<file path="config.mk">
export PLATFORM = sky130hd
export DESIGN_NAME = xbp_ext_bus
export DESIGN_NICKNAME = d
export VERILOG_FILES = /design/src/logic/xbp_pkg.sv /design/src/logic/xbp_sync.sv /design/src/logic/xbp_ext_bus.sv
export SDC_FILE = /design/constraint.sdc
export NUM_CORES = 1
export LEC_CHECK = 0
export ABC_AREA = 1
export CAP_MARGIN = 20
export CORE_ASPECT_RATIO = 2
export CORE_MARGIN = 1.5
export CORE_UTILIZATION = 42
export CTS_BUF_LIST = sky130_fd_sc_hd__clkbuf_8
export DETAILED_ROUTE_END_ITERATION = 8
export DONT_BUFFER_PORTS = 1
export GPL_TIMING_DRIVEN = 0
export SLEW_MARGIN = 20
export SYNTH_ARGS = -nofsm -noshare
export SYNTH_HDL_FRONTEND = slang
export SYNTH_SLANG_ARGS = --single-unit
</file>
<file path="constraint.sdc">
create_clock -name mclk -period 2.2 [get_ports mclk]
set_input_delay 0.11 -clock mclk [delete_from_list [all_inputs] [get_ports mclk]]
set_output_delay 0.11 -clock mclk [all_outputs]
set_load 0.01 [all_outputs]
</file>
<file path="src/logic/xbp_pkg.sv">
`default_nettype none
package xbp_pkg;
   localparam int ADDR_W = 19;
   localparam int DATA_W = 16;
   localparam int ZONE_W = 3;
   // Zone numbers decoded by the chip selects
   localparam logic [2:0] ZONE_0 = 3'h0;
   localparam logic [2:0] ZONE_1 = 3'h1;
   localparam logic [2:0] ZONE_2 = 3'h2;
   localparam logic [2:0] ZONE_6 = 3'h6;
   localparam logic [2:0] ZONE_7 = 3'h7;
   // Cycles the strobe stays active for one access
   localparam logic [3:0] STROBE_CYCLES = 4'h2;
   localparam logic [3:0] CNT_RST = 4'h0;
   localparam logic MODE_RST = 1'b0;

   typedef enum logic [3:0] {
      XBP_IDLE = 4'b0001,
      XBP_ACCESS = 4'b0010,
      XBP_HOLD = 4'b0100,
      XBP_DONE = 4'b1000
   } xbp_state_t;

   // Request from the core side
   typedef struct packed {
      logic valid;
      logic write;
      logic [2:0] zone;
      logic [ADDR_W-1:0] addr;
      logic [DATA_W-1:0] wdata;
   } xbp_req_t;

   // External pin outputs and active-low output enables
   typedef struct packed {
      logic [ADDR_W-1:0] addr;
      logic [DATA_W-1:0] data;
      logic data_oe_n;
      logic bus_oe_n;
      logic rd_n;
      logic wr_n;
      logic rnw;
      logic cs01_n;
      logic cs2_n;
      logic cs67_n;
      logic grant_n;
   } xbp_pins_t;
endpackage : xbp_pkg
`default_nettype wire

</file>
<file path="src/logic/xbp_sync.sv">
`default_nettype none
module xbp_sync
#(
   parameter logic RST_VAL = 1'b0
)
(
   input wire logic mclk,
   input wire logic reset_n,
   input wire logic async_in,
   output logic sync_out
);
   typedef struct packed {
      logic s1;
      logic s2;
   } xbp_sync_st_t;

   xbp_sync_st_t st;
   xbp_sync_st_t next_st;

   always_comb
   begin
      next_st.s1 = async_in;
      next_st.s2 = st.s1;
   end

   // Reset value is a constant chosen by the instantiator
   always_ff @(posedge mclk or negedge reset_n)
   begin
      if (!reset_n)
      begin
         st <= {RST_VAL, RST_VAL};
      end
      else
      begin
         st <= next_st;
      end
   end

   assign sync_out = st.s2;
endmodule : xbp_sync
`default_nettype wire

</file>
<file path="src/logic/xbp_ext_bus.sv">
`default_nettype none
// Overview of operation
// Drive 19-bit address outputs, floatable.
// 16-bit bidirectional data bus, floatable, pulled up off chip.
// Mode high maps upper zone to the external pins.
// Mode low routes upper zone to on-chip boot ROM instead.
// Capture mode pin at reset into a rewritable bit; ignore later.
// Outside master asserts active-low hold request to take the bus.
// Release bus only after current access completes, none pending.
// Grant drives acknowledge low and floats all buses and strobes. Here strobes and selects stay driven high.
// Acknowledge released once hold request is released.
// Outside devices drive the bus only while acknowledge is low.
// Low-pair select low during zone 0 or 1 access.
// Zone-two select low during zone 2 access.
// High-pair select low during zone 6 or 7 access.
// Read and write strobes never active together.
// Read-not-write high normally, low during write cycles.
// No new access while granted; requests wait until grant ends.
module xbp_ext_bus
(
   input wire logic mclk,
   input wire logic reset_n,
   input wire xbp_pkg::xbp_req_t req,
   output logic req_ready,
   output logic rsp_valid,
   output logic [xbp_pkg::DATA_W-1:0] rsp_rdata,
   output logic boot_rom_sel,
   input wire logic mode_wr,
   input wire logic mode_wdata,
   output logic mode_bit,
   input wire logic processor_mode_select,
   input wire logic bus_hold_request_n,
   output xbp_pkg::xbp_pins_t pins,
   input wire logic [xbp_pkg::DATA_W-1:0] ext_data_bus_in
);
   typedef struct packed {
      xbp_pkg::xbp_state_t state;
      logic [3:0] cnt;
      logic mode_bit;
      logic mode_loaded;
      logic [1:0] mode_wait;
      logic write;
      logic [2:0] zone;
      logic req_ready;
      logic rsp_valid;
      logic [xbp_pkg::DATA_W-1:0] rdata;
      logic boot_rom_sel;
      xbp_pkg::xbp_pins_t pins;
   } xbp_st_t;

   xbp_st_t st;
   xbp_st_t next_st;
   logic mode_sync;
   logic hold_req_n_sync;
   logic [xbp_pkg::DATA_W-1:0] data_sync;
   logic go_external;

   // ==========================================================
   // Pin input synchronisers
   xbp_sync #(.RST_VAL(1'b0)) u_sync_mode
   (
      .mclk(mclk),
      .reset_n(reset_n),
      .async_in(processor_mode_select),
      .sync_out(mode_sync)
   );

   xbp_sync #(.RST_VAL(1'b1)) u_sync_hold
   (
      .mclk(mclk),
      .reset_n(reset_n),
      .async_in(bus_hold_request_n),
      .sync_out(hold_req_n_sync)
   );

   genvar gi;
   generate
      for (gi = 0; gi < xbp_pkg::DATA_W; gi++)
      begin : g_dsync
         xbp_sync #(.RST_VAL(1'b1)) u_sync_data
         (
            .mclk(mclk),
            .reset_n(reset_n),
            .async_in(ext_data_bus_in[gi]),
            .sync_out(data_sync[gi])
         );
      end
   endgenerate

   // ==========================================================
   // Next-state logic
   always_comb
   begin
      next_st = st;
      next_st.rsp_valid = 1'b0;
      next_st.boot_rom_sel = 1'b0;
      // mode latched once after reset
      // The synchroniser sits in reset too, so wait until it has filled
      next_st.mode_wait = {st.mode_wait[0], 1'b1};
      if (!st.mode_loaded && st.mode_wait[1])
      begin
         next_st.mode_bit = mode_sync;
         next_st.mode_loaded = 1'b1;
      end
      else if (st.mode_loaded && mode_wr)
      begin
         next_st.mode_bit = mode_wdata;
      end
      // upper zone goes external only in processor mode
      go_external = !((req.zone == xbp_pkg::ZONE_7) && !st.mode_bit);
      case (st.state)
         xbp_pkg::XBP_IDLE:
         begin
            // grant only with no access in flight or pending
            if (!hold_req_n_sync && !(req.valid && st.req_ready))
            begin
               next_st.state = xbp_pkg::XBP_HOLD;
               next_st.req_ready = 1'b0;
               // acknowledge low, address and data buses floated
               next_st.pins.grant_n = 1'b0;
               next_st.pins.bus_oe_n = 1'b1;
               next_st.pins.data_oe_n = 1'b1;
            end
            else if (req.valid && st.req_ready && st.mode_loaded)
            begin
               next_st.req_ready = 1'b0;
               next_st.write = req.write;
               next_st.zone = req.zone;
               if (!go_external)
               begin
                  // upper zone served by boot ROM
                  next_st.boot_rom_sel = 1'b1;
                  next_st.state = xbp_pkg::XBP_DONE;
               end
               else
               begin
                  next_st.state = xbp_pkg::XBP_ACCESS;
                  next_st.cnt = xbp_pkg::STROBE_CYCLES;
                  // address driven for the access
                  next_st.pins.addr = req.addr;
                  next_st.pins.bus_oe_n = 1'b0;
                  // data driven only on writes
                  next_st.pins.data = req.wdata;
                  next_st.pins.data_oe_n = !req.write;
                  // exactly one strobe active
                  next_st.pins.rd_n = req.write;
                  next_st.pins.wr_n = !req.write;
                  // low only during writes
                  next_st.pins.rnw = !req.write;
                  // zones 0 and 1 share a select
                  next_st.pins.cs01_n = !((req.zone == xbp_pkg::ZONE_0)
                     || (req.zone == xbp_pkg::ZONE_1));
                  // zone 2 select
                  next_st.pins.cs2_n = !(req.zone == xbp_pkg::ZONE_2);
                  // zones 6 and 7 share a select
                  next_st.pins.cs67_n = !((req.zone == xbp_pkg::ZONE_6)
                     || (req.zone == xbp_pkg::ZONE_7));
               end
            end
         end
         xbp_pkg::XBP_ACCESS:
         begin
            // access runs to completion before any grant
            if (st.cnt == 4'h1)
            begin
               next_st.state = xbp_pkg::XBP_DONE;
               next_st.pins.rd_n = 1'b1;
               next_st.pins.wr_n = 1'b1;
               next_st.pins.rnw = 1'b1;
               next_st.pins.cs01_n = 1'b1;
               next_st.pins.cs2_n = 1'b1;
               next_st.pins.cs67_n = 1'b1;
               next_st.pins.data_oe_n = 1'b1;
            end
            else
            begin
               next_st.cnt = st.cnt - 4'h1;
            end
         end
         xbp_pkg::XBP_DONE:
         begin
            // Data pins lag two cycles through the synchroniser
            if (!st.write)
            begin
               next_st.rdata = data_sync;
            end
            next_st.rsp_valid = 1'b1;
            next_st.req_ready = 1'b1;
            next_st.state = xbp_pkg::XBP_IDLE;
         end
         xbp_pkg::XBP_HOLD:
         begin
            // requests wait while the grant lasts
            next_st.req_ready = 1'b0;
            // acknowledge follows request release
            if (hold_req_n_sync)
            begin
               next_st.pins.grant_n = 1'b1;
               next_st.req_ready = 1'b1;
               next_st.state = xbp_pkg::XBP_IDLE;
            end
         end
         default:
         begin
            next_st.state = xbp_pkg::XBP_IDLE;
         end
      endcase
   end

   // ==========================================================
   // State register
   always_ff @(posedge mclk or negedge reset_n)
   begin
      if (!reset_n)
      begin
         st <= '0;
         st.state <= xbp_pkg::XBP_IDLE;
         st.cnt <= xbp_pkg::CNT_RST;
         st.mode_bit <= xbp_pkg::MODE_RST;
         st.req_ready <= 1'b1;
         // Buses float and strobes idle high out of reset
         st.pins.bus_oe_n <= 1'b1;
         st.pins.data_oe_n <= 1'b1;
         st.pins.rd_n <= 1'b1;
         st.pins.wr_n <= 1'b1;
         st.pins.rnw <= 1'b1;
         st.pins.cs01_n <= 1'b1;
         st.pins.cs2_n <= 1'b1;
         st.pins.cs67_n <= 1'b1;
         st.pins.grant_n <= 1'b1;
      end
      else
      begin
         st <= next_st;
      end
   end

   assign req_ready = st.req_ready;
   assign rsp_valid = st.rsp_valid;
   assign rsp_rdata = st.rdata;
   assign boot_rom_sel = st.boot_rom_sel;
   assign mode_bit = st.mode_bit;
   assign pins = st.pins;
endmodule : xbp_ext_bus
`default_nettype wire

</file>
=== After elaboration in Yosys (flattened, before gate mapping) ===
Cells that the tools add are included.

* Add/subtract/negate cells: 1
* Equal/unequal tests: 19
* Multiplexer cells: 32
* Bitwise operators: 3
* Reduce and logical (&&, ||, !) cells: 32

{| class="wikitable"
|+ Operator list
! kind !! count
|-
| 2-to-1 mux 36 bit || 2
|-
| 2-to-1 mux 44 bit || 1
|-
| 2-to-1 mux 43 bit || 1
|-
| 2-to-1 mux 4 bit || 7
|-
| 2-to-1 mux 17 bit || 1
|-
| 2-to-1 mux 16 bit || 1
|-
| != test 2 bit (second input constant) || 7
|-
| 2-to-1 mux 6 bit || 2
|-
| case mux 4 bit (3 select lines) || 1
|-
| case mux 6 bit (2 select lines) || 1
|-
| AND reduction 3 bit || 4
|-
| AND reduction 5 bit || 2
|-
| 2-to-1 mux 1 bit || 9
|-
| equality test 4 x 1 -> 1 bit (second input constant) || 2
|-
| logical NOT 1 bit || 8
|-
| 2-to-1 mux 8 bit || 1
|-
| case mux 4 bit (2 select lines) || 1
|-
| AND reduction 4 bit || 2
|-
| nonzero test 2 bit || 4
|-
| equality test 3 bit (second input constant) || 2
|-
| logical AND 1 bit || 6
|-
| != test 3 bit (second input constant) || 2
|-
| equality test 4 x 2 -> 1 bit (second input constant) || 1
|-
| equality test 4 x 3 -> 1 bit (second input constant) || 1
|-
| 13 further kinds || 18
|}

* Register bits: 112
* Bits of input ports: 62
* Output and inout port bits: 64
* Logic and storage cells: 144

=== Depth between registers and ports, before layout ===
Gate-level depths: netlist of the first run.

* Word-level depth: 7
* Depth in mapped cells: 9
* Gate-level depth less buffers: 9

=== By module ===
A second synthesis of the first run with hierarchy kept.

* Cell total of the unflattened synthesis: 459
* Area total of the unflattened synthesis: 4,728.3 µm²

{| class="wikitable"
|+ By module, submodules not included
! module !! times used !! cells an instance !! area an instance (µm²) !! seq. area each (µm²)
|-
| xbp_ext_bus || 1 || 423 || 3,784.9 || 1,889.3
|-
| xbp_sync (g_dsync[0].u_sync_data ...) || 17 || 2 || 52.6 || 52.6
|-
| xbp_sync (u_sync_mode) || 1 || 2 || 50.0 || 50.0
|}

=== Least setup slack after synthesis of the first run ===
Ideal clock, no wire load.

* Path kind: register -> register
* Start: register req_ready (netlist name)
* End: register pins[10] (netlist name)
* Library setup time: 117 ps
* Data arrival time: 1,245 ps
* Required time: 2,083 ps
* Path slack: 837 ps
* Cell stages (with the launch flop): 8
* Path buffers: 2
* Period minus slack after synthesis: 1,363 ps
* Cells stage by stage: dfstp_2 nand3_1 inv_2 nand3_2 buf_6 buf_6 nand2_1 o21ai_2

* Cells in the longest elaborated chain, start to end: 5
* Elaborated cells between the ends (all ways): 6
* Classes of those cells: 1 x bitwise; 5 x reduce/logical

{| class="wikitable"
|+ RTL lines
! item !! line !! RTL
|-
| logical AND 1 bit (*) || xbp_ext_bus.sv:115, xbp_ext_bus.sv:124 ||
|-
| logical NOT 1 bit || xbp_ext_bus.sv:115 || <nowiki>if (!hold_req_n_sync && !(req.valid && st.req_ready))</nowiki>
|-
| logical AND 1 bit || xbp_ext_bus.sv:115 ||
|-
| NOT 1 bit (no line) || n/a ||
|-
| AND reduction 4 bit (no line) (*) || n/a ||
|}

Mark *: on every way between the ends. The rest lies on a longest branch, timed or not.
A chain may end at the register's enable or synchronous reset.

=== Final worst setup path of the first run ===
* Start: register st[69] (netlist bit)
* End: register mode_bit (netlist name)

* Cells in the longest elaborated chain, start to end: 3
* Elaborated cells between the ends (all ways): 5
* Classes of those cells: 1 x mux; 4 x reduce/logical

{| class="wikitable"
|+ RTL lines
! item !! line !! RTL
|-
| start, declared || xbp_ext_bus.sv:51 || <nowiki>xbp_st_t st;</nowiki>
|-
| start signal, assigned || xbp_ext_bus.sv:234 || <nowiki>st <= next_st;</nowiki>
|-
| logical NOT 1 bit || xbp_ext_bus.sv:100 || <nowiki>if (!st.mode_loaded && st.mode_wait[1])</nowiki>
|-
| logical AND 1 bit || xbp_ext_bus.sv:100 ||
|-
| 2-to-1 mux 1 bit or nonzero test 2 bit (tied branches) || n/a ||
|}

Parallel ways exist; a longest one is shown, timed or not.

==> results.tsv, run 1 <==
metric	value	unit
cts_buffer_depth	2	
clock-root-buffer	clkbuf_8	
core	11000	um^2
violations	negative hold slack	
die_height	154	um
hold_path_class	in2async	
clkPwrFrac	19.8	%
setup_viol	0	
final_hold_viol_count	111	
cts_resized	0	
worstSetupPathType	reg2reg	
worstSetupStartpointType	flop	
synth_warnings	0	
first_global_vias	3428	
routed_wl	9730	um
final_cell_count_no_fill	674	
finalCriticalPeriod	1940	ps
cp.arrival	2210	ps
drt_pass1_iterations	4	
power.switching	2.34	mW
skew	5.38	ps
clkTransAtPathRegs	110	ps
drive_gt1_share	33.5	%
antenna_found_initial	0	
drt_iter0_markers	131	
track_usage	17.0	%
hpwl	6540	um
dieArea	12000	um^2
max_freq	516	MHz
layout_commonest_cell	nand2_1	
start_util	43.3	%
seq_area_frac_synth	59.4	%
grt_overflow	0	
vias	3072	
rsz0062_at_grt	false	
synth.distinct_cells	30	
ys_seq_elements	111	
vdd_drop_max	0.000572	V
p_sw_share	33.6	%
final_cell_mix	nand2_1 (98), dfrtp_1 (67), buf_4 (61), dlygate4sd3_1 (59), inv_1 (56)	
drcViolationCount	0	
ant_nets	0	
wl_per_cell	14.4	um
critPathMaxFanout	4	
antenna_cells	0	
timing.final.crit_share	88.2	%
cts_tree	built	
syn_area	4770	um^2
required	2470	ps
syn_area_per_cell	10.4	um^2
grt_pass1_wl	16000	um
cts_made_buffers	9	
routed_via_density	4.56	
io_pins	126	
p_leak	2.91	nW
grt_max_degree	112	
die_x	78.4	um
worstSkewPairLatency	370	ps
combPwrFrac	34.8	%
status	finished with violations	
clkSinkCount	111	
pwr-share-seq	45.3	%
postCtsSetupBuffers	0	
fp-row-count	54	
syn-num-nets	523	
area_growth	20.8	%
finalMaxSlewViolations	0	
timing.hold.ws	-583	ps
final.setup.tns	0	ps
crit_path_end_kind	flop	
drv_cap	0	
dp.cells	599	
p_per_area	1210	nW/um^2
syn_inst	459	
port-buffer-count	0	
intPower	4.61	mW
holdBufCountCts	59	
gp_congestion	0.821	
fin_nets	593	
htreeDepth	3	
-- flip-flops by register name (all words and copies together) (netlist names), 11 cells and up --
signal and count:
pins 43, g_dsync.u_sync_data.next_st 16, g_dsync.u_sync_data.sync_out 16, rsp_rdata 16, st 11
-- cells by family after synthesis --
logic type / count (synthesis) / share of synthesized area (%)
flops: 111 / 59.4
simple gates: 145 / 13.6
xor+xnor: 2 / 0.367
fa+ha+maj: 2 / 0.524
other cells: 1 / 0.0786
compound gates: 66 / 9.31
buf+inv: 132 / 16.7
-- power groups by stage --
stage	Combinational, mW	Clock (mW)	Sequential, mW
floorplan	2.07	0	3.06
global placement	2.31	0	3.16
finish	2.42	1.38	3.15
CTS	2.45	1.42	3.16
global route	2.68	1.49	3.23
detailed placement	2.36	0	3.18
-- per-layer routing --
metal / part of all wire, % / vias up / track usage, %
li1: - / 1489 / -
met1: 37 / 1476 / 17.4
met2: 56 / 94 / 32.0
met3: 4.8 / 13 / 3.62
met4: 2.2 / 0 / 7.65
met5: 0 / - / 0
-- critical path, cell delays in order, from the launching register on --
cell and delay (ps):
dfrtp_1 440, nand3_1 90, dlygate4sd3_1 550, nand3_1 70
dlygate4sd3_1 560, o21ai_0 70, inv_1 50
-- Yosys cell counts --
cell type	instances	area [um^2]
xor2_1	2	17.5
or2_2	1	6.26
buf_8	1	15.0
clkbuf_1	1	3.75
dfrtp_1	67	1680
inv_1	56	210
buf_4	61	458
a21oi_1	3	15.0
o21ai_2	26	228
o21ai_4	1	16.3
nand2_2	3	18.8
nor2_4	3	33.8
dfstp_2	44	1160
clkbuf_2	1	5.00
nand3b_1	1	7.51
ha_1	2	25.0
nand2_4	2	22.5
nand4_1	1	6.26
buf_6	8	90.1
o21ai_1	15	75.1
nand3_1	16	80.1
a21oi_2	1	8.76
nand2_1	98	368
nor2_1	13	48.8
o22ai_1	1	6.26
nand3_2	4	40.0
conb_1	1	3.75
o21ai_0	19	95.1
inv_2	4	15.0
nor2_2	3	18.8
-- path summary, 6_finish.rpt --
| kind | start | to | slack, ps | cells past startpoint |
|---|---|---|---|---|
| worst min-delay path | reset_n | rsp_rdata[4] | -580 | 0 |
| max in group asynchronous | reset_n | u_sync_hold.next_st[0] | 2570 | 0 |
| worst min register to register | next_st[68] | st[68] | 360 | 0 |
| worst max-delay path | st[69] | mode_bit | 260 | 6 |
| worst max register to register | st[69] | mode_bit | 260 | 6 |
| min in group mclk | req[36] | pins[2] | 50 | 5 |
-- cell type report --
type / count / area [um^2]
fill: 977 / 5250
sequential: 111 / 2830
multi-input combinational: 216 / 1140
timing repair buffer: 59 / 591
buffer: 72 / 572
inverter: 60 / 225
tap: 140 / 175
clock buffer: 9 / 124
clock inverter: 7 / 103
-- per-stage QoR --
step                      worst slack (ps)  power [mW]  util (%)  hold slack, ps  instance area (um^2)
final                                  261        6.95      52.3            -583                  5760
after global routing                   149        7.40      52.3            -614                  5760
after detailed placement               649        5.54      44.9            -183                  4950
after CTS                              286        7.02      52.3            -610                  5760
after global placement                 656        5.47      44.9            -183                  4950
after floorplan                        837        5.13         -            -186                  4770
(Power assumes the default switching activity.)
==> run 2: changes to the inputs <==
Settings changed: ABC_AREA 1 to 0, CORE_ASPECT_RATIO 2 to not set.
==> results.tsv, run 2 <==
metric	value	unit	change
hold_path_class	in2async		
die_height	106	um	-31%
required	2450	ps	-20 ps
cts_buffer_depth	2		unchanged
reg2reg_depth	6		unchanged
final_cell_mix	nand2_1 (117), dfrtp_1 (67), buf_4 (60), dlygate4sd3_1 (60), dfstp_2 (44)		
syn_area_per_cell	11.8	um^2	+13%
cts_tree	built		
drt_iter0_markers	148		+13%
worstSkewPairLatency	380	ps	about the same
violations	negative hold slack		
ant_nets	0		unchanged
clock-root-buffer	clkbuf_8		
io_pins	126		unchanged
p_leak	2.64	nW	-9.4%
synth_top_area_share	37.4	%	+2.2 points
layout_commonest_cell	nand2_1		
grt_util_met1	19.8	%	+2.4 points
final_cell_count_no_fill	593		-12%
drt_pass1_iterations	4		unchanged
fp-row-count	37		-31%
htreeDepth	3		unchanged
first_global_vias	2883		-16%
routed_wl	8640	um	-11%
worstSetupStartpointType	flop		
area_growth	22.4	%	
wl_per_cell	14.6	um	+0.97%
cp.arrival	2150	ps	-60 ps
crit_path_end_kind	flop		
largest_register	pins		
synth_warnings	0		unchanged
vdd_drop_max	0.000487	V	-15%
grt_max_degree	112		unchanged
clkTransAtPathRegs	100	ps	about the same
grt_overflow	0		unchanged
holdBufCountCts	60		+1.7%
dp.cells	517		-14%
cts_made_buffers	9		unchanged
final_hold_viol_count	111		unchanged
vias	2756		-10%
use_met3	4.97	%	+1.3 points
syn-num-nets	445		-15%
synth_area_leader_cell	dfrtp_1		
grt_use_met2	26.0	%	-6.1 points
max_slew.worst_pin.slew	525	ps	
synth_most_common_cell	nand2_1		
core	10300	um^2	-6.3%
p_total	6.33	mW	-8.9%
port-buffer-count	0		unchanged
drive_gt1_share	34.1	%	+0.62 points
synthTopCellsByArea	dfrtp_1 (37%), dfstp_2 (26%), buf_4 (10%), nand2_1 (9.8%), mux2_4 (3.3%)		
fin_nets	516		-13%
antenna_cells	0		unchanged
setup_viol	0		unchanged
syn_area	4490	um^2	-6.0%
finalMaxSlewViolations	0		unchanged
max-slew-margin-rel	64.5	%	
worstSetupPathType	reg2reg		
timing.hold.ws	-584	ps	-1.44 ps
final-seq-area	2830	um^2	unchanged
max_freq	526	MHz	+2.0%
syn_inst	381		-17%
dieArea	11300	um^2	-6.1%
top_usage_layer	met2		
status	finished with violations		
fillers	891		-8.8%
largest_reg_flops	43		unchanged
drv_cap	0		unchanged
p_per_area	1150	nW/um^2	-4.3%
hpwl	5560	um	-15%
timing.final.crit_share	86.4	%	-1.8 points
synth_edf_count	0		unchanged
rsz0062_at_grt	false		
drcViolationCount	0		unchanged
finalCriticalPeriod	1900	ps	-38.7 ps
synth_ff_type	dfrtp_1		
synth.distinct_cells	45		+50%
clkSinkCount	111		unchanged
die_x	106	um	+36%
antenna_found_initial	0		unchanged
gp_congestion	0.765		-6.8%
track_usage	16.2	%	-0.84 points
routed_via_density	4.65		+2.0%
async_flop_share	100	%	unchanged
ys_seq_elements	111		unchanged
synthTopCellsByCount	nand2_1 (117), dfrtp_1 (67), buf_4 (60)		
critPathMaxFanout	10		+6
skew	12.0	ps	+6.63 ps
multiInputGateArea	1120	um^2	-1.4%
grt_pass1_wl	14000	um	-12%
final.setup.tns	0	ps	unchanged
start_util	43.4	%	+0.13 points
seq_area_frac_synth	63.2	%	+3.8 points
postCtsSetupBuffers	0		unchanged
run 2: what timing repair did:
item | in CTS | in global routing
endpoints found under the hold margin | 174 | 111
setup endpoints to repair | 0 | 10
gates resized for setup | 0 | 3
run 2: area by class of cell:
type | count | share of cell area (%)
plain buffers | 72 | 9.59
multi-input cells | 196 | 20.5
inverters | 2 | 0.137
flip-flops and latches | 111 | 51.6
clock inverters | 6 | 1.64
clock buffers | 10 | 2.51
well taps | 136 | 3.10
repair buffers | 60 | 10.9
run 2: where the power goes:
| part | switching, mW | internal (mW) | leakage (nW) |
|---|---|---|---|
| clock | 0.672 | 0.678 | 0.113 |
| sequential | 0.368 | 2.68 | 1.32 |
| combinational | 0.878 | 1.06 | 1.20 |
run 2: metal layers:
layer | wire, um | vias up
met3 | 468 | 23
met2 | 4250 | 83
li1 | - | 1307
met1 | 3620 | 1343
met5 | 0 | -
met4 | 301 | 0
run 2: through the flow:
stage	instance area, um^2	util (%)	worst slack (ps)
5_1_grt	5490	53.2	65.3
4_1_cts	5480	53.1	111
6_report	5490	53.2	299
2_1_floorplan	4490	-	558
3_5_place_dp	4660	45.1	127
3_3_place_gp	4660	45.1	157
run 2: cell families after synthesis:
family	after synthesis	synth area share [%]
mux	18	5.33
compound gates	24	3.68
simple gates	150	15.1
flops	111	63.2
other cells	1	0.0836
buf+inv	74	11.9
xor+xnor	1	0.195
fa+ha+maj	2	0.558
run 2: worst paths after layout:
kind	startpoint	end	slack, ps
worst max-delay path	req_ready	st[74]	300
worst min register to register	next_st[68]	st[68]	350
max in group asynchronous	reset_n	pins[5]	2550
worst max register to register	req_ready	st[74]	300
min in group mclk	req[36]	boot_rom_sel	60
worst min-delay path	reset_n	rsp_rdata[5]	-580
run 2: worst max-delay path: stages, from the launching register on:
cell      delay, ps
dfstp_2         610
and3_1          160
clkbuf_1        270
nand3_2         230
clkbuf_2        290
nand3_1         140
nand3_1          80
